===== src/logic/uisp_pkg.sv =====
// Register map, field layout and codes for the USB status/port register block.
// Assumes a 32-bit APB host and one 125 MHz core clock.
// Functional notes
// - Each flag port ORs its masked flags
// - Writable 11-bit frame counter, split 10:8/7:0
// - Capture packet identifier of every received packet
// - Keep last received endpoint number
// - Endpoint valid bit only for valid endpoint
// - Marked endpoints appear on port ORed 0x10
// - Control bit 18 disables both pulldowns
// - SE0 auto-resume sets bit 13 until cleared
// - K auto-resume sets bit 12 until cleared
// - Linestate change delayed two-power-N cycles
// - Bit 7 lets suspend controller resume
// - Bits 6:4 drive transceiver config pins
// - Flag 6 token ok; 5,4,3 linestate
// - Sticky flags hold until one written
package uisp_pkg;
    localparam int          NUM_FLAGS      = 7;
    localparam logic [7:0]  OFS_PORT_MASKS = 8'h24;
    localparam logic [7:0]  OFS_FRAME      = 8'h28;
    localparam logic [7:0]  OFS_PID        = 8'h2C;
    localparam logic [7:0]  OFS_ENDPOINT   = 8'h30;
    localparam logic [7:0]  OFS_EP_MARK    = 8'h34;
    localparam logic [7:0]  OFS_OTG_MASK   = 8'h38;
    localparam logic [7:0]  OFS_POWER      = 8'h3C;
    localparam logic [7:0]  OFS_XCVR_CTRL  = 8'h40;
    localparam logic [7:0]  OFS_IRQ_STATUS = 8'h44;
    localparam logic [7:0]  OFS_IRQ_MASK   = 8'h48;
    localparam logic [31:0] RST_ZERO       = 32'h0000_0000;
    // Field positions
    localparam int          FLG_TOKEN      = 6;
    localparam int          FLG_SE0        = 5;
    localparam int          FLG_K          = 4;
    localparam int          FLG_J          = 3;
    localparam int          FLG_CRC16      = 2;
    localparam int          FLG_RXACT      = 1;
    localparam int          FLG_RXERR      = 0;
    localparam int          EP_VALID_BIT   = 4;
    localparam int          XC_PD_OFF      = 18;
    localparam int          XC_RES_SE0     = 13;
    localparam int          XC_RES_K       = 12;
    localparam int          XC_LOG2_LO     = 8;
    localparam int          XC_SUSP_EN     = 7;
    localparam int          XC_CONF_LO     = 4;
    localparam logic [31:0] XC_WMASK       = 32'h0004_3FF0;
    localparam logic [31:0] POWER_WMASK    = 32'h0000_01FF;
    localparam logic [31:0] FRAME_WMASK    = 32'h0000_07FF;
    localparam logic [31:0] EPM_WMASK      = 32'h0000_FFFF;
    localparam logic [4:0]  EP_MARK_OR     = 5'h10;
    // Interrupt status bits
    localparam int          IRQ_PKT        = 0;
    localparam int          IRQ_RESUME     = 1;
    localparam int          IRQ_LINE       = 2;
    localparam int          IRQ_FRAME      = 3;
    localparam int          IRQ_BITS       = 4;
    // Linestate codes
    localparam logic [1:0]  LS_SE0         = 2'h0;
    localparam logic [1:0]  LS_J           = 2'h1;
    localparam logic [1:0]  LS_K           = 2'h2;
    typedef enum logic [0:0] {
        APB_IDLE = 1'b0,
        APB_ACK  = 1'b1
    } uisp_apb_e;
endpackage


===== src/logic/uisp_top.sv =====
// Upper register set of the USB interface manager: flag ports, frame counter,
// packet/endpoint capture, linestate filter and transceiver control.
// Assumes APB slave access, synchronous inputs and one core clock.
//
// Chosen here: the APB interface to the registers.
`timescale 1ns/1ns
module uisp_top #(
    parameter int ADDR_W = 8,
    parameter int FILT_W = 16
) (
    input  wire logic                           clock,
    input  wire logic                           rst_n,
    input  wire logic                           psel,
    input  wire logic                           penable,
    input  wire logic                           pwrite,
    input  wire logic [ADDR_W-1:0]              paddr,
    input  wire logic [31:0]                    pwdata,
    output logic [31:0]                         prdata,
    output logic                                pready,
    output logic                                pslverr,
    input  wire logic                           token_ok,
    input  wire logic                           crc16_fail,
    input  wire logic                           rx_active,
    input  wire logic                           rx_error,
    input  wire logic [uisp_pkg::NUM_FLAGS-1:0] flag_hold_select,
    input  wire logic                           flag_clear_stb,
    input  wire logic [uisp_pkg::NUM_FLAGS-1:0] flag_clear_bits,
    output logic [uisp_pkg::NUM_FLAGS-1:0]      signal_flag_set,
    output logic                                flag_out_port_a,
    output logic                                flag_out_port_b,
    output logic                                flag_out_port_c,
    output logic                                flag_out_port_d,
    input  wire logic                           pkt_valid,
    input  wire logic [3:0]                     pkt_pid,
    input  wire logic                           pkt_has_ep,
    input  wire logic [3:0]                     pkt_ep,
    output logic [4:0]                          rx_ep_port,
    output logic                                rx_ep_port_valid,
    input  wire logic                           sof_valid,
    input  wire logic [10:0]                    sof_frame,
    input  wire logic [1:0]                     linestate_raw,
    output logic [1:0]                          linestate_filt,
    input  wire logic                           suspended,
    output logic                                resume_req,
    output logic                                pulldown_off_a,
    output logic                                pulldown_off_b,
    output logic [2:0]                          transceiver_config_pins,
    output logic [31:0]                         otg_flag_mask,
    output logic [8:0]                          power_signal_word,
    output logic                                irq
);
    import uisp_pkg::*;

    initial
    begin
        if (ADDR_W < 7 || FILT_W < 16)
            $error("uisp_top: ADDR_W must be >= 7 and FILT_W >= 16");
    end

    // Reset release synchroniser
    logic [1:0] rst_sync_q;
    always_ff @(posedge clock or negedge rst_n)
    begin
        if (!rst_n)
            rst_sync_q <= 2'h0;
        else
            rst_sync_q <= {rst_sync_q[0], 1'b1};
    end
    wire rst_sync_n = rst_sync_q[1];

    // APB slave, one wait state
    uisp_apb_e   apb_q;
    uisp_apb_e   apb_d;
    logic [31:0] rd_data;
    logic        rd_err;
    wire  [7:0]  addr8 = 8'(paddr);
    wire         access = psel && penable;
    always_comb
    begin
        case (apb_q)
            APB_IDLE: apb_d = access ? APB_ACK : APB_IDLE;
            APB_ACK:  apb_d = APB_IDLE;
            default:  apb_d = APB_IDLE;
        endcase
    end
    wire commit = access && (apb_q == APB_ACK);
    wire wr_en  = commit && pwrite;
    wire wr_pm  = wr_en && (addr8 == OFS_PORT_MASKS);
    wire wr_fr  = wr_en && (addr8 == OFS_FRAME);
    wire wr_epm = wr_en && (addr8 == OFS_EP_MARK);
    wire wr_otg = wr_en && (addr8 == OFS_OTG_MASK);
    wire wr_pw  = wr_en && (addr8 == OFS_POWER);
    wire wr_xc  = wr_en && (addr8 == OFS_XCVR_CTRL);
    wire wr_is  = wr_en && (addr8 == OFS_IRQ_STATUS);
    wire wr_im  = wr_en && (addr8 == OFS_IRQ_MASK);

    // Signal flags
    logic [NUM_FLAGS-1:0] flag_q;
    logic [NUM_FLAGS-1:0] flag_src;
    logic [NUM_FLAGS-1:0] flag_d;
    logic [1:0]           ls_filt_q;
    assign flag_src[FLG_TOKEN] = token_ok;
    assign flag_src[FLG_SE0]   = (ls_filt_q == LS_SE0);
    assign flag_src[FLG_K]     = (ls_filt_q == LS_K);
    assign flag_src[FLG_J]     = (ls_filt_q == LS_J);
    assign flag_src[FLG_CRC16] = crc16_fail;
    assign flag_src[FLG_RXACT] = rx_active;
    assign flag_src[FLG_RXERR] = rx_error;
    wire [NUM_FLAGS-1:0] clr_vec = flag_clear_stb ? flag_clear_bits : '0;
    genvar gi;
    generate
        for (gi = 0; gi < NUM_FLAGS; gi++)
        begin : g_flag
            // Set beats a simultaneous clear
            assign flag_d[gi] = flag_hold_select[gi]
                ? (flag_src[gi] || (flag_q[gi] && !clr_vec[gi]))
                : flag_src[gi];
        end
    endgenerate

    // Register state
    logic [31:0] port_mask_q;
    logic [10:0] frame_q;
    logic [3:0]  pid_q;
    logic [3:0]  ep_q;
    logic        ep_valid_q;
    logic [15:0] ep_mark_q;
    logic [31:0] otg_q;
    logic [8:0]  power_q;
    logic [31:0] xc_q;
    logic [IRQ_BITS-1:0] irq_st_q;
    logic [IRQ_BITS-1:0] irq_mask_q;

    wire [7:0] mask_a = port_mask_q[7:0];
    wire [7:0] mask_b = port_mask_q[15:8];
    wire [7:0] mask_c = port_mask_q[23:16];
    wire [7:0] mask_d = port_mask_q[31:24];
    wire [7:0] flag8  = {1'b0, flag_q};
    wire port_a_d = |(flag8 & mask_a);
    wire port_b_d = |(flag8 & mask_b);
    wire port_c_d = |(flag8 & mask_c);
    wire port_d_d = |(flag8 & mask_d);

    // Endpoint marking
    wire       ep_marked  = pkt_valid && pkt_has_ep && ep_mark_q[pkt_ep];
    wire [4:0] ep_port_d  = ep_marked ? ({1'b0, pkt_ep} | EP_MARK_OR)
                                      : {1'b0, pkt_ep};

    // Linestate filter: a change must stand 2^N cycles
    logic [1:0]        ls_cand_q;
    logic [FILT_W-1:0] filt_cnt_q;
    wire  [3:0]        log2_n   = xc_q[XC_LOG2_LO +: 4];
    wire  [FILT_W-1:0] limit_m1 = FILT_W'((17'h00001 << log2_n) - 17'h00001);
    wire  ls_restart = (linestate_raw != ls_cand_q);
    wire  ls_pending = !ls_restart && (ls_cand_q != ls_filt_q);
    wire  ls_update  = ls_pending && (filt_cnt_q == limit_m1);
    wire  [FILT_W-1:0] filt_cnt_d = (ls_restart || ls_update) ? '0
                                  : ls_pending ? filt_cnt_q + 1'b1 : filt_cnt_q;

    // Auto-resume from suspend
    wire susp_en    = xc_q[XC_SUSP_EN];
    wire res_se0    = susp_en && suspended && ls_update && (ls_cand_q == LS_SE0);
    wire res_k      = susp_en && suspended && ls_update && (ls_cand_q == LS_K);
    wire [31:0] xc_wr = wr_xc ? (pwdata & XC_WMASK) : (xc_q & XC_WMASK);
    wire [31:0] xc_d  = xc_wr | (32'(res_se0) << XC_RES_SE0)
                              | (32'(res_k) << XC_RES_K);

    // Interrupt events
    wire [IRQ_BITS-1:0] irq_ev = {sof_valid, ls_update, res_se0 || res_k, pkt_valid};
    wire [IRQ_BITS-1:0] irq_clr = wr_is ? pwdata[IRQ_BITS-1:0] : '0;
    wire [IRQ_BITS-1:0] irq_st_d = irq_ev | (irq_st_q & ~irq_clr);
    wire [IRQ_BITS-1:0] irq_mask_d = wr_im ? pwdata[IRQ_BITS-1:0] : irq_mask_q;

    // Read decode
    always_comb
    begin
        rd_err = 1'b0;
        if (addr8 == OFS_PORT_MASKS)
            rd_data = port_mask_q;
        else if (addr8 == OFS_FRAME)
            rd_data = {21'h0, frame_q};
        else if (addr8 == OFS_PID)
            rd_data = {28'h0, pid_q};
        else if (addr8 == OFS_ENDPOINT)
            rd_data = {27'h0, ep_valid_q, ep_q};
        else if (addr8 == OFS_EP_MARK)
            rd_data = {16'h0, ep_mark_q};
        else if (addr8 == OFS_OTG_MASK)
            rd_data = otg_q;
        else if (addr8 == OFS_POWER)
            rd_data = {23'h0, power_q};
        else if (addr8 == OFS_XCVR_CTRL)
            rd_data = xc_q;
        else if (addr8 == OFS_IRQ_STATUS)
            rd_data = {28'h0, irq_st_q};
        else if (addr8 == OFS_IRQ_MASK)
            rd_data = {28'h0, irq_mask_q};
        else
        begin
            rd_data = RST_ZERO;
            rd_err  = 1'b1;
        end
    end
    wire ack_d = access && (apb_q == APB_IDLE);

    always_ff @(posedge clock or negedge rst_sync_n)
    begin
        if (!rst_sync_n)
        begin
            apb_q   <= APB_IDLE;
            pready  <= 1'b0;
            prdata  <= RST_ZERO;
            pslverr <= 1'b0;
        end
        else
        begin
            apb_q   <= apb_d;
            pready  <= ack_d;
            prdata  <= (ack_d && !pwrite) ? rd_data : RST_ZERO;
            pslverr <= ack_d && rd_err;
        end
    end

    always_ff @(posedge clock or negedge rst_sync_n)
    begin
        if (!rst_sync_n)
        begin
            port_mask_q <= RST_ZERO;
            otg_q       <= RST_ZERO;
            power_q     <= 9'h000;
            ep_mark_q   <= 16'h0000;
            xc_q        <= RST_ZERO;
            irq_st_q    <= '0;
            irq_mask_q  <= '0;
        end
        else
        begin
            if (wr_pm)
                port_mask_q <= pwdata;
            if (wr_otg)
                otg_q <= pwdata;
            if (wr_pw)
                power_q <= 9'(pwdata & POWER_WMASK);
            if (wr_epm)
                ep_mark_q <= 16'(pwdata & EPM_WMASK);
            xc_q       <= xc_d;
            irq_st_q   <= irq_st_d;
            irq_mask_q <= irq_mask_d;
        end
    end

    // Frame counter: a received frame number beats a software write
    always_ff @(posedge clock or negedge rst_sync_n)
    begin
        if (!rst_sync_n)
            frame_q <= 11'h000;
        else if (sof_valid)
            frame_q <= sof_frame;
        else if (wr_fr)
            frame_q <= 11'(pwdata & FRAME_WMASK);
    end

    // Packet capture
    always_ff @(posedge clock or negedge rst_sync_n)
    begin
        if (!rst_sync_n)
        begin
            pid_q            <= 4'h0;
            ep_q             <= 4'h0;
            ep_valid_q       <= 1'b0;
            rx_ep_port       <= 5'h00;
            rx_ep_port_valid <= 1'b0;
        end
        else
        begin
            rx_ep_port_valid <= pkt_valid && pkt_has_ep;
            if (pkt_valid)
            begin
                pid_q      <= pkt_pid;
                ep_valid_q <= pkt_has_ep;
            end
            if (pkt_valid && pkt_has_ep)
            begin
                ep_q       <= pkt_ep;
                rx_ep_port <= ep_port_d;
            end
        end
    end

    // Flags, linestate and output ports
    always_ff @(posedge clock or negedge rst_sync_n)
    begin
        if (!rst_sync_n)
        begin
            flag_q                  <= '0;
            ls_cand_q               <= LS_J;
            ls_filt_q               <= LS_J;
            filt_cnt_q              <= '0;
            flag_out_port_a         <= 1'b0;
            flag_out_port_b         <= 1'b0;
            flag_out_port_c         <= 1'b0;
            flag_out_port_d         <= 1'b0;
            resume_req              <= 1'b0;
            pulldown_off_a          <= 1'b0;
            pulldown_off_b          <= 1'b0;
            transceiver_config_pins <= 3'h0;
            irq                     <= 1'b0;
        end
        else
        begin
            flag_q     <= flag_d;
            ls_cand_q  <= linestate_raw;
            filt_cnt_q <= filt_cnt_d;
            if (ls_update)
                ls_filt_q <= ls_cand_q;
            flag_out_port_a <= port_a_d;
            flag_out_port_b <= port_b_d;
            flag_out_port_c <= port_c_d;
            flag_out_port_d <= port_d_d;
            resume_req      <= res_se0 || res_k;
            pulldown_off_a  <= xc_d[XC_PD_OFF];
            pulldown_off_b  <= xc_d[XC_PD_OFF];
            transceiver_config_pins <= xc_d[XC_CONF_LO +: 3];
            irq <= |(irq_st_d & irq_mask_d);
        end
    end

    assign signal_flag_set   = flag_q;
    assign linestate_filt    = ls_filt_q;
    assign otg_flag_mask     = otg_q;
    assign power_signal_word = power_q;
endmodule


===== config.mk =====
export PLATFORM = sky130hd
export DESIGN_NAME = uisp_top
export DESIGN_NICKNAME = d
export VERILOG_FILES = /design/src/logic/uisp_pkg.sv /design/src/logic/uisp_top.sv
export SDC_FILE = /design/constraint.sdc
export NUM_CORES = 1
export LEC_CHECK = 0
export ABC_CLOCK_PERIOD_IN_PS = 7500
export BUFFER_PORTS_ARGS = -buffer_cell sky130_fd_sc_hd__buf_2
export CORE_UTILIZATION = 55
export CTS_CLUSTER_DIAMETER = 150
export DETAILED_ROUTE_END_ITERATION = 10
export MAX_ROUTING_LAYER = met4
export PLACE_DENSITY = 0.8
export SLEW_MARGIN = 30
export SYNTH_ARGS = -nofsm -noshare
export SYNTH_HDL_FRONTEND = slang
export SYNTH_SLANG_ARGS = --single-unit

===== constraint.sdc =====
create_clock -name clock -period 7.5 [get_ports clock]
set_input_delay 0.75 -clock clock [delete_from_list [all_inputs] [get_ports clock]]
set_output_delay 0.75 -clock clock [all_outputs]
set_load 0.02 [all_outputs]

# Word level (Yosys, flattened, before mapping)
# Cells that the tools add are included.
# word_totals
ff_bits	216
latch_bits	0
ramBits	0
mem_bits_ro	0
input_bits	89
word_cells	158
memories	0
# classes
addsub	2
multipliers	0
div	0
n_lt_le_gt_ge	1
eq_ne	16
shifts	1
mux	41
n_bitwise	11
reduce_logical	56
# op_table
op	count
32-bit 2-to-1 mux	7
19-bit 2-to-1 mux	3
8-bit by 6-bit == test with 1-bit output (second input constant)	7
7-bit by 8-bit bitwise AND with 8-bit output	4
16-bit 2-to-1 mux	2
8-bit OR reduction	4
1-bit logical AND	29
8-bit by 7-bit == test with 1-bit output (second input constant)	3
11-bit 2-to-1 mux	2
1-bit 2-to-1 mux	19
19-bit by 13-bit bitwise OR with 19-bit output	1
19-bit by 14-bit bitwise OR with 19-bit output	1
16-bit by 1-bit adder with 16-bit output (second input constant)	1
16-bit == test	1
4-bit 2-to-1 mux	4
1-bit by 4-bit << shifter with 16-bit output (first input constant)	1
16-bit by 1-bit subtractor with 16-bit output (second input constant)	1
1-bit zero test	9
1-bit logical OR	9
4-bit bitwise AND	2
7-bit 2-to-1 mux	1
4-bit by 5-bit < comparator with 1-bit output (second input constant)	1
5-bit 2-to-1 mux	1
1-bit binary-select mux with 4-bit select	1
other kinds (10)	14

# Logic depth before layout (Yosys ltp)
# depth
depth_word	12
depth_mapped	13
depth_no_buf	9

# Worst setup path before layout
# OpenSTA, ideal clock, no wires.
# synth_timing
path_type	register to register
start	reg xc_q[9]
end	reg filt_cnt_q[10]
arrival_ns	2.645
required_ns	7.381
setup_slack_ns	4.736
stages_incl_launch_ff	13
cell_sequence	dfrtp_1 buf_6 buf_2 nor3_1 nand2_1 ha_1 xnor2_1 a2111o_1 a2111oi_2 nand4b_1 o21ai_2 buf_4 nor2_1
# synth_via
elab_chain_cells	6
elab_cells_between_ends	7
# synth_rtl
item	line_no	rtl
start: declaration	uisp_top.sv:130	logic [31:0] xc_q;
start signal: assignment	uisp_top.sv:232	xc_q <= RST_ZERO;
start signal: assignment	uisp_top.sv:246	xc_q <= xc_d;
1-bit by 4-bit << shifter with 16-bit output (*)	uisp_top.sv:153	wire [FILT_W-1:0] limit_m1 = FILT_W'((17'h00001 << log2_n) - 17'h00001);
16-bit by 1-bit subtractor with 16-bit output (*)	uisp_top.sv:153	
16-bit == test (*)	uisp_top.sv:156	wire ls_update = ls_pending && (filt_cnt_q == limit_m1);
1-bit logical AND (*)	uisp_top.sv:156	
1-bit logical OR (*)	uisp_top.sv:157	wire [FILT_W-1:0] filt_cnt_d = (ls_restart || ls_update) ? '0
16-bit 2-to-1 mux / 2-bit nonzero test (equally long branches)	-	
end signal: assignment	uisp_top.sv:313	filt_cnt_q <= filt_cnt_d;
end: declaration	uisp_top.sv:151	logic [FILT_W-1:0] filt_cnt_q;
# Mark *: on every way between the ends. The rest lies on a longest branch, timed or not.
# A chain may end at the register's enable or synchronous reset.

# Worst setup path in the final report
# layout_timing
start	reg xc_q[11]
end	reg filt_cnt_q[4]
# The elaborated chain is that of the path after synthesis.

==> flow_summary_export.csv <==
group,metric,value,unit
routing,highest_layer,"met4",
timing,maxSlewHeadroom,41.4,%
cts,cts-htree-levels,4,
timing,whs,77.6,ps
worst_setup_path,cp-end-kind,"flip-flop",
worst_setup_path,worst_r2r_endpoint,"filt_cnt_q[4]",
cts,numCtsBuffers,17,
die,num_rows,46,
logic_synthesis,synth_cell_types,71,
timing,tns,0,ps
worst_setup_path,critPathMaxFanout,26,
grt,grt_max_degree,84,
logic_synthesis,synthArstFlopShare,100,%
routing,m1WireLength,10700,µm
cts,cts_buffer_depth,2,
flow_run,maxCapViolations,0,
layout,layout-drive-gt1-share,36.6,%
pwr,power.density,213,nW/µm²
logic_synthesis,synth_nets,890,
timing,worst_slew_pin_slew,867,ps
placed_design,hpwl,17500,µm
cts,ctsResizeCount,0,
routing,drc,0,
layout,final_nets,1059,
logic_synthesis,synth-seq-cells,199,
cts,clkTransAtPathRegs,80,ps
placed_design,port_buffers,189,
grt,antenna_found_initial,0,
cts,cts_sinks,199,
timing,clock_skew,13.8,ps
routing,vias_per_cell,6.13,
grt,grt_usage,31.3,%
logic_synthesis,synth-edff-count,0,
grt,grt_pass1_wl,40500,µm
cts,clock_latency,440,ps
worst_setup_path,reg2reg_slack,4000,ps
timing,min_period,3500,ps
pwr,p_seq_share,50.4,%
pwr,power.internal,1.69,mW
cts,postCtsSetupRepairBufs,0,
routing,vias,7332,
die,die_area,17300,µm²
cts,hold_buffers,0,
die,num_io_pins,190,
logic_synthesis,synth-main-ff-cell,"dfrtp_1",
routing,routedWlPerCell,21.1,µm
timing,hold_viol,0,
timing,report.final.slew_viol_count,0,
cts,cts_root_buf,"clkbuf_16",
timing,timing.fmax,286,MHz
die,die_h,131,µm
pwr,vdd_drop_max,0.176,mV
pwr,p_sw_share,27.1,%
worst_setup_path,worstRegToRegCells,9,
layout,syn_to_final_growth,18.1,%
logic_synthesis,ys_warn_count,0,
run_status,run_status,"finished clean",
cts,cts_tree,"yes",
die,die_w,131,µm
timing,setup_viol,0,
logic_synthesis,syn_area,9220,µm²
pwr,p_leak,5.49,nW
worst_setup_path,crit_path_start_kind,"flip-flop",
grt,overflow,0,
routing,drtIter0Drc,752,
timing,rsz0062_at_grt,"false",
pwr,combPwrFrac,9.3,%
pwr,p_clk_share,40.3,%
routing,ant_nets,0,
timing,min_period_over_period,46.6,%
routing,wl_met3,1820,µm
logic_synthesis,synth-seq-area-share,54.1,%
layout,nFillCells,1217,
worst_setup_path,critPathKind,"flip-flop to flip-flop",
die,core,16100,µm²
worst_setup_path,critPathRequiredTime,7790,ps
routing,drt_wl_total,25200,µm
placed_design,gp_congestion,0.933,
routing,dr.pass1.iters,6,
layout,diodes,0,
logic_synthesis,postSynthAreaPerCell,11.5,µm²
min_path,hold_class,"input pin to asynchronous set/reset pin",
logic_synthesis,synth_cells,799,
routing,wl_met2,12200,µm
grt,grt_pass1_vias,7226,
worst_setup_path,r2r_start,"xc_q[11]",
pwr,power_switching,0.629,mW
die,start_util,57.2,%
worst_setup_path,arrival,3790,ps
-- stage by stage --
step	cell area [µm²]	utilization (%)	setup slack, ps	instances	power (mW)
floorplan	9220	-	1550	799	1.29
global placement	10300	63.8	4050	1165	1.40
detailed placement	10300	63.8	3960	1165	1.40
CTS	10900	67.5	4030	1197	2.32
global route	10900	67.5	3720	1197	2.40
finish	10900	67.5	4000	1197	2.32
-- cell type report --
class | count | area [µm²] | area share (%)
well taps | 216 | 270 | 2.48
repair buffers | 197 | 1010 | 9.31
flip-flops and latches | 199 | 4990 | 45.8
inverters | 17 | 63.8 | 0.586
clock buffers | 18 | 429 | 3.94
multi-input cells | 536 | 3960 | 36.3
clock inverters | 14 | 165 | 1.52
-- kinds of logic after synthesis --
family	share of synthesized area (%)
mux	15.7
other cells	0.0407
compound gates	12.8
simple gates	11.7
xor+xnor	2.38
buf+inv	3.10
fa+ha+maj	0.272
flops	54.1
-- power groups by stage --
stage	Sequential, mW	Combinational [mW]	Clock [mW]
floorplan	1.20	0.0962	0
global placement	1.19	0.210	0
detailed placement	1.19	0.215	0
CTS	1.17	0.216	0.941
global route	1.17	0.236	0.986
finish	1.17	0.216	0.936
-- worst max-delay path, cell delays in order (launching register included) --
cell and delay (ps):
dfrtp_1 830, nor3_1 170, nand2_1 110, ha_1 430
or3b_1 420, a211o_1 310, o211ai_2 90, nand4b_1 210
o21ai_2 640, nor2_1 110
-- per-layer routing --
layer,GRT usage [%],vias to the layer above
met5,-,-
met4,9.17,0
met3,5.79,40
met2,48.7,349
met1,42.2,3682
li1,-,3261
-- synthesized netlist by cell type (3+ instances only) --
library cell / instances / area (µm²)
a211o_1: 3 / 26.3
a21o_1: 3 / 22.5
a21oi_1: 29 / 145
a221o_1: 6 / 60.1
a221oi_1: 4 / 35.0
a222oi_1: 7 / 70.1
a22oi_1: 40 / 300
a31o_2: 5 / 43.8
a31oi_1: 5 / 31.3
and2_1: 7 / 43.8
and3_1: 7 / 43.8
and4_1: 3 / 26.3
buf_2: 12 / 60.1
buf_4: 6 / 45.0
clkbuf_1: 26 / 97.6
dfrtp_1: 197 / 4930
inv_1: 17 / 63.8
mux2_2: 101 / 1140
mux2i_1: 18 / 180
mux4_2: 5 / 113
nand2_1: 64 / 240
nand2b_1: 3 / 18.8
nand3_1: 16 / 80.1
nand3b_1: 4 / 30.0
nand4_1: 11 / 68.8
nand4b_1: 3 / 26.3
nor2_1: 57 / 214
nor2b_1: 4 / 25.0
nor3_1: 15 / 75.1
nor3b_1: 3 / 22.5
o21ai_0: 40 / 200
o221a_2: 4 / 45.0
o22ai_1: 6 / 37.5
xnor2_1: 15 / 131
xor2_1: 10 / 87.6
-- cell usage in the layout (no fill, tap or decap), types with 7 or more instances in the layout --
cell,count
dfrtp_1,196
and3_1,7
nand2_1,64
nor2_1,56
a21oi_1,29
nor3_1,14
inv_1,17
mux2i_1,18
clkbuf_16,17
buf_2,189
nand4_1,11
o21ai_0,40
mux2_2,101
xnor2_1,15
a22oi_1,40
xor2_1,10
nand3_1,16
and2_1,7
a222oi_1,7
-- flip-flops by register name, indices dropped and copies added (netlist names), 2 cells and up --
register,cells
signal_flag_set,7
ls_cand_q,2
irq_mask_q,4
ep_mark_q,16
otg_flag_mask,32
irq_st_q,4
transceiver_config_pins,2
linestate_filt,2
rst_sync_q,2
power_signal_word,9
pid_q,4
frame_q,11
rx_ep_port,5
prdata,32
filt_cnt_q,16
port_mask_q,32
xc_q,9
-- worst max-delay path by stage --
stage	from	to	slack (ps)	cells past startpoint
6_report	xc_q[11]	filt_cnt_q[4]	4000	9
5_1_grt	xc_q[11]	filt_cnt_q[12]	3720	9
4_1_cts	xc_q[11]	filt_cnt_q[13]	4030	9
3_5_place_dp	paddr[2]	ep_mark_q[4]	3960	5
3_3_place_gp	paddr[2]	ep_mark_q[14]	4050	5
2_1_floorplan	rst_sync_q[1]	apb_q	1550	0
Power figures use the tool's default switching activity.
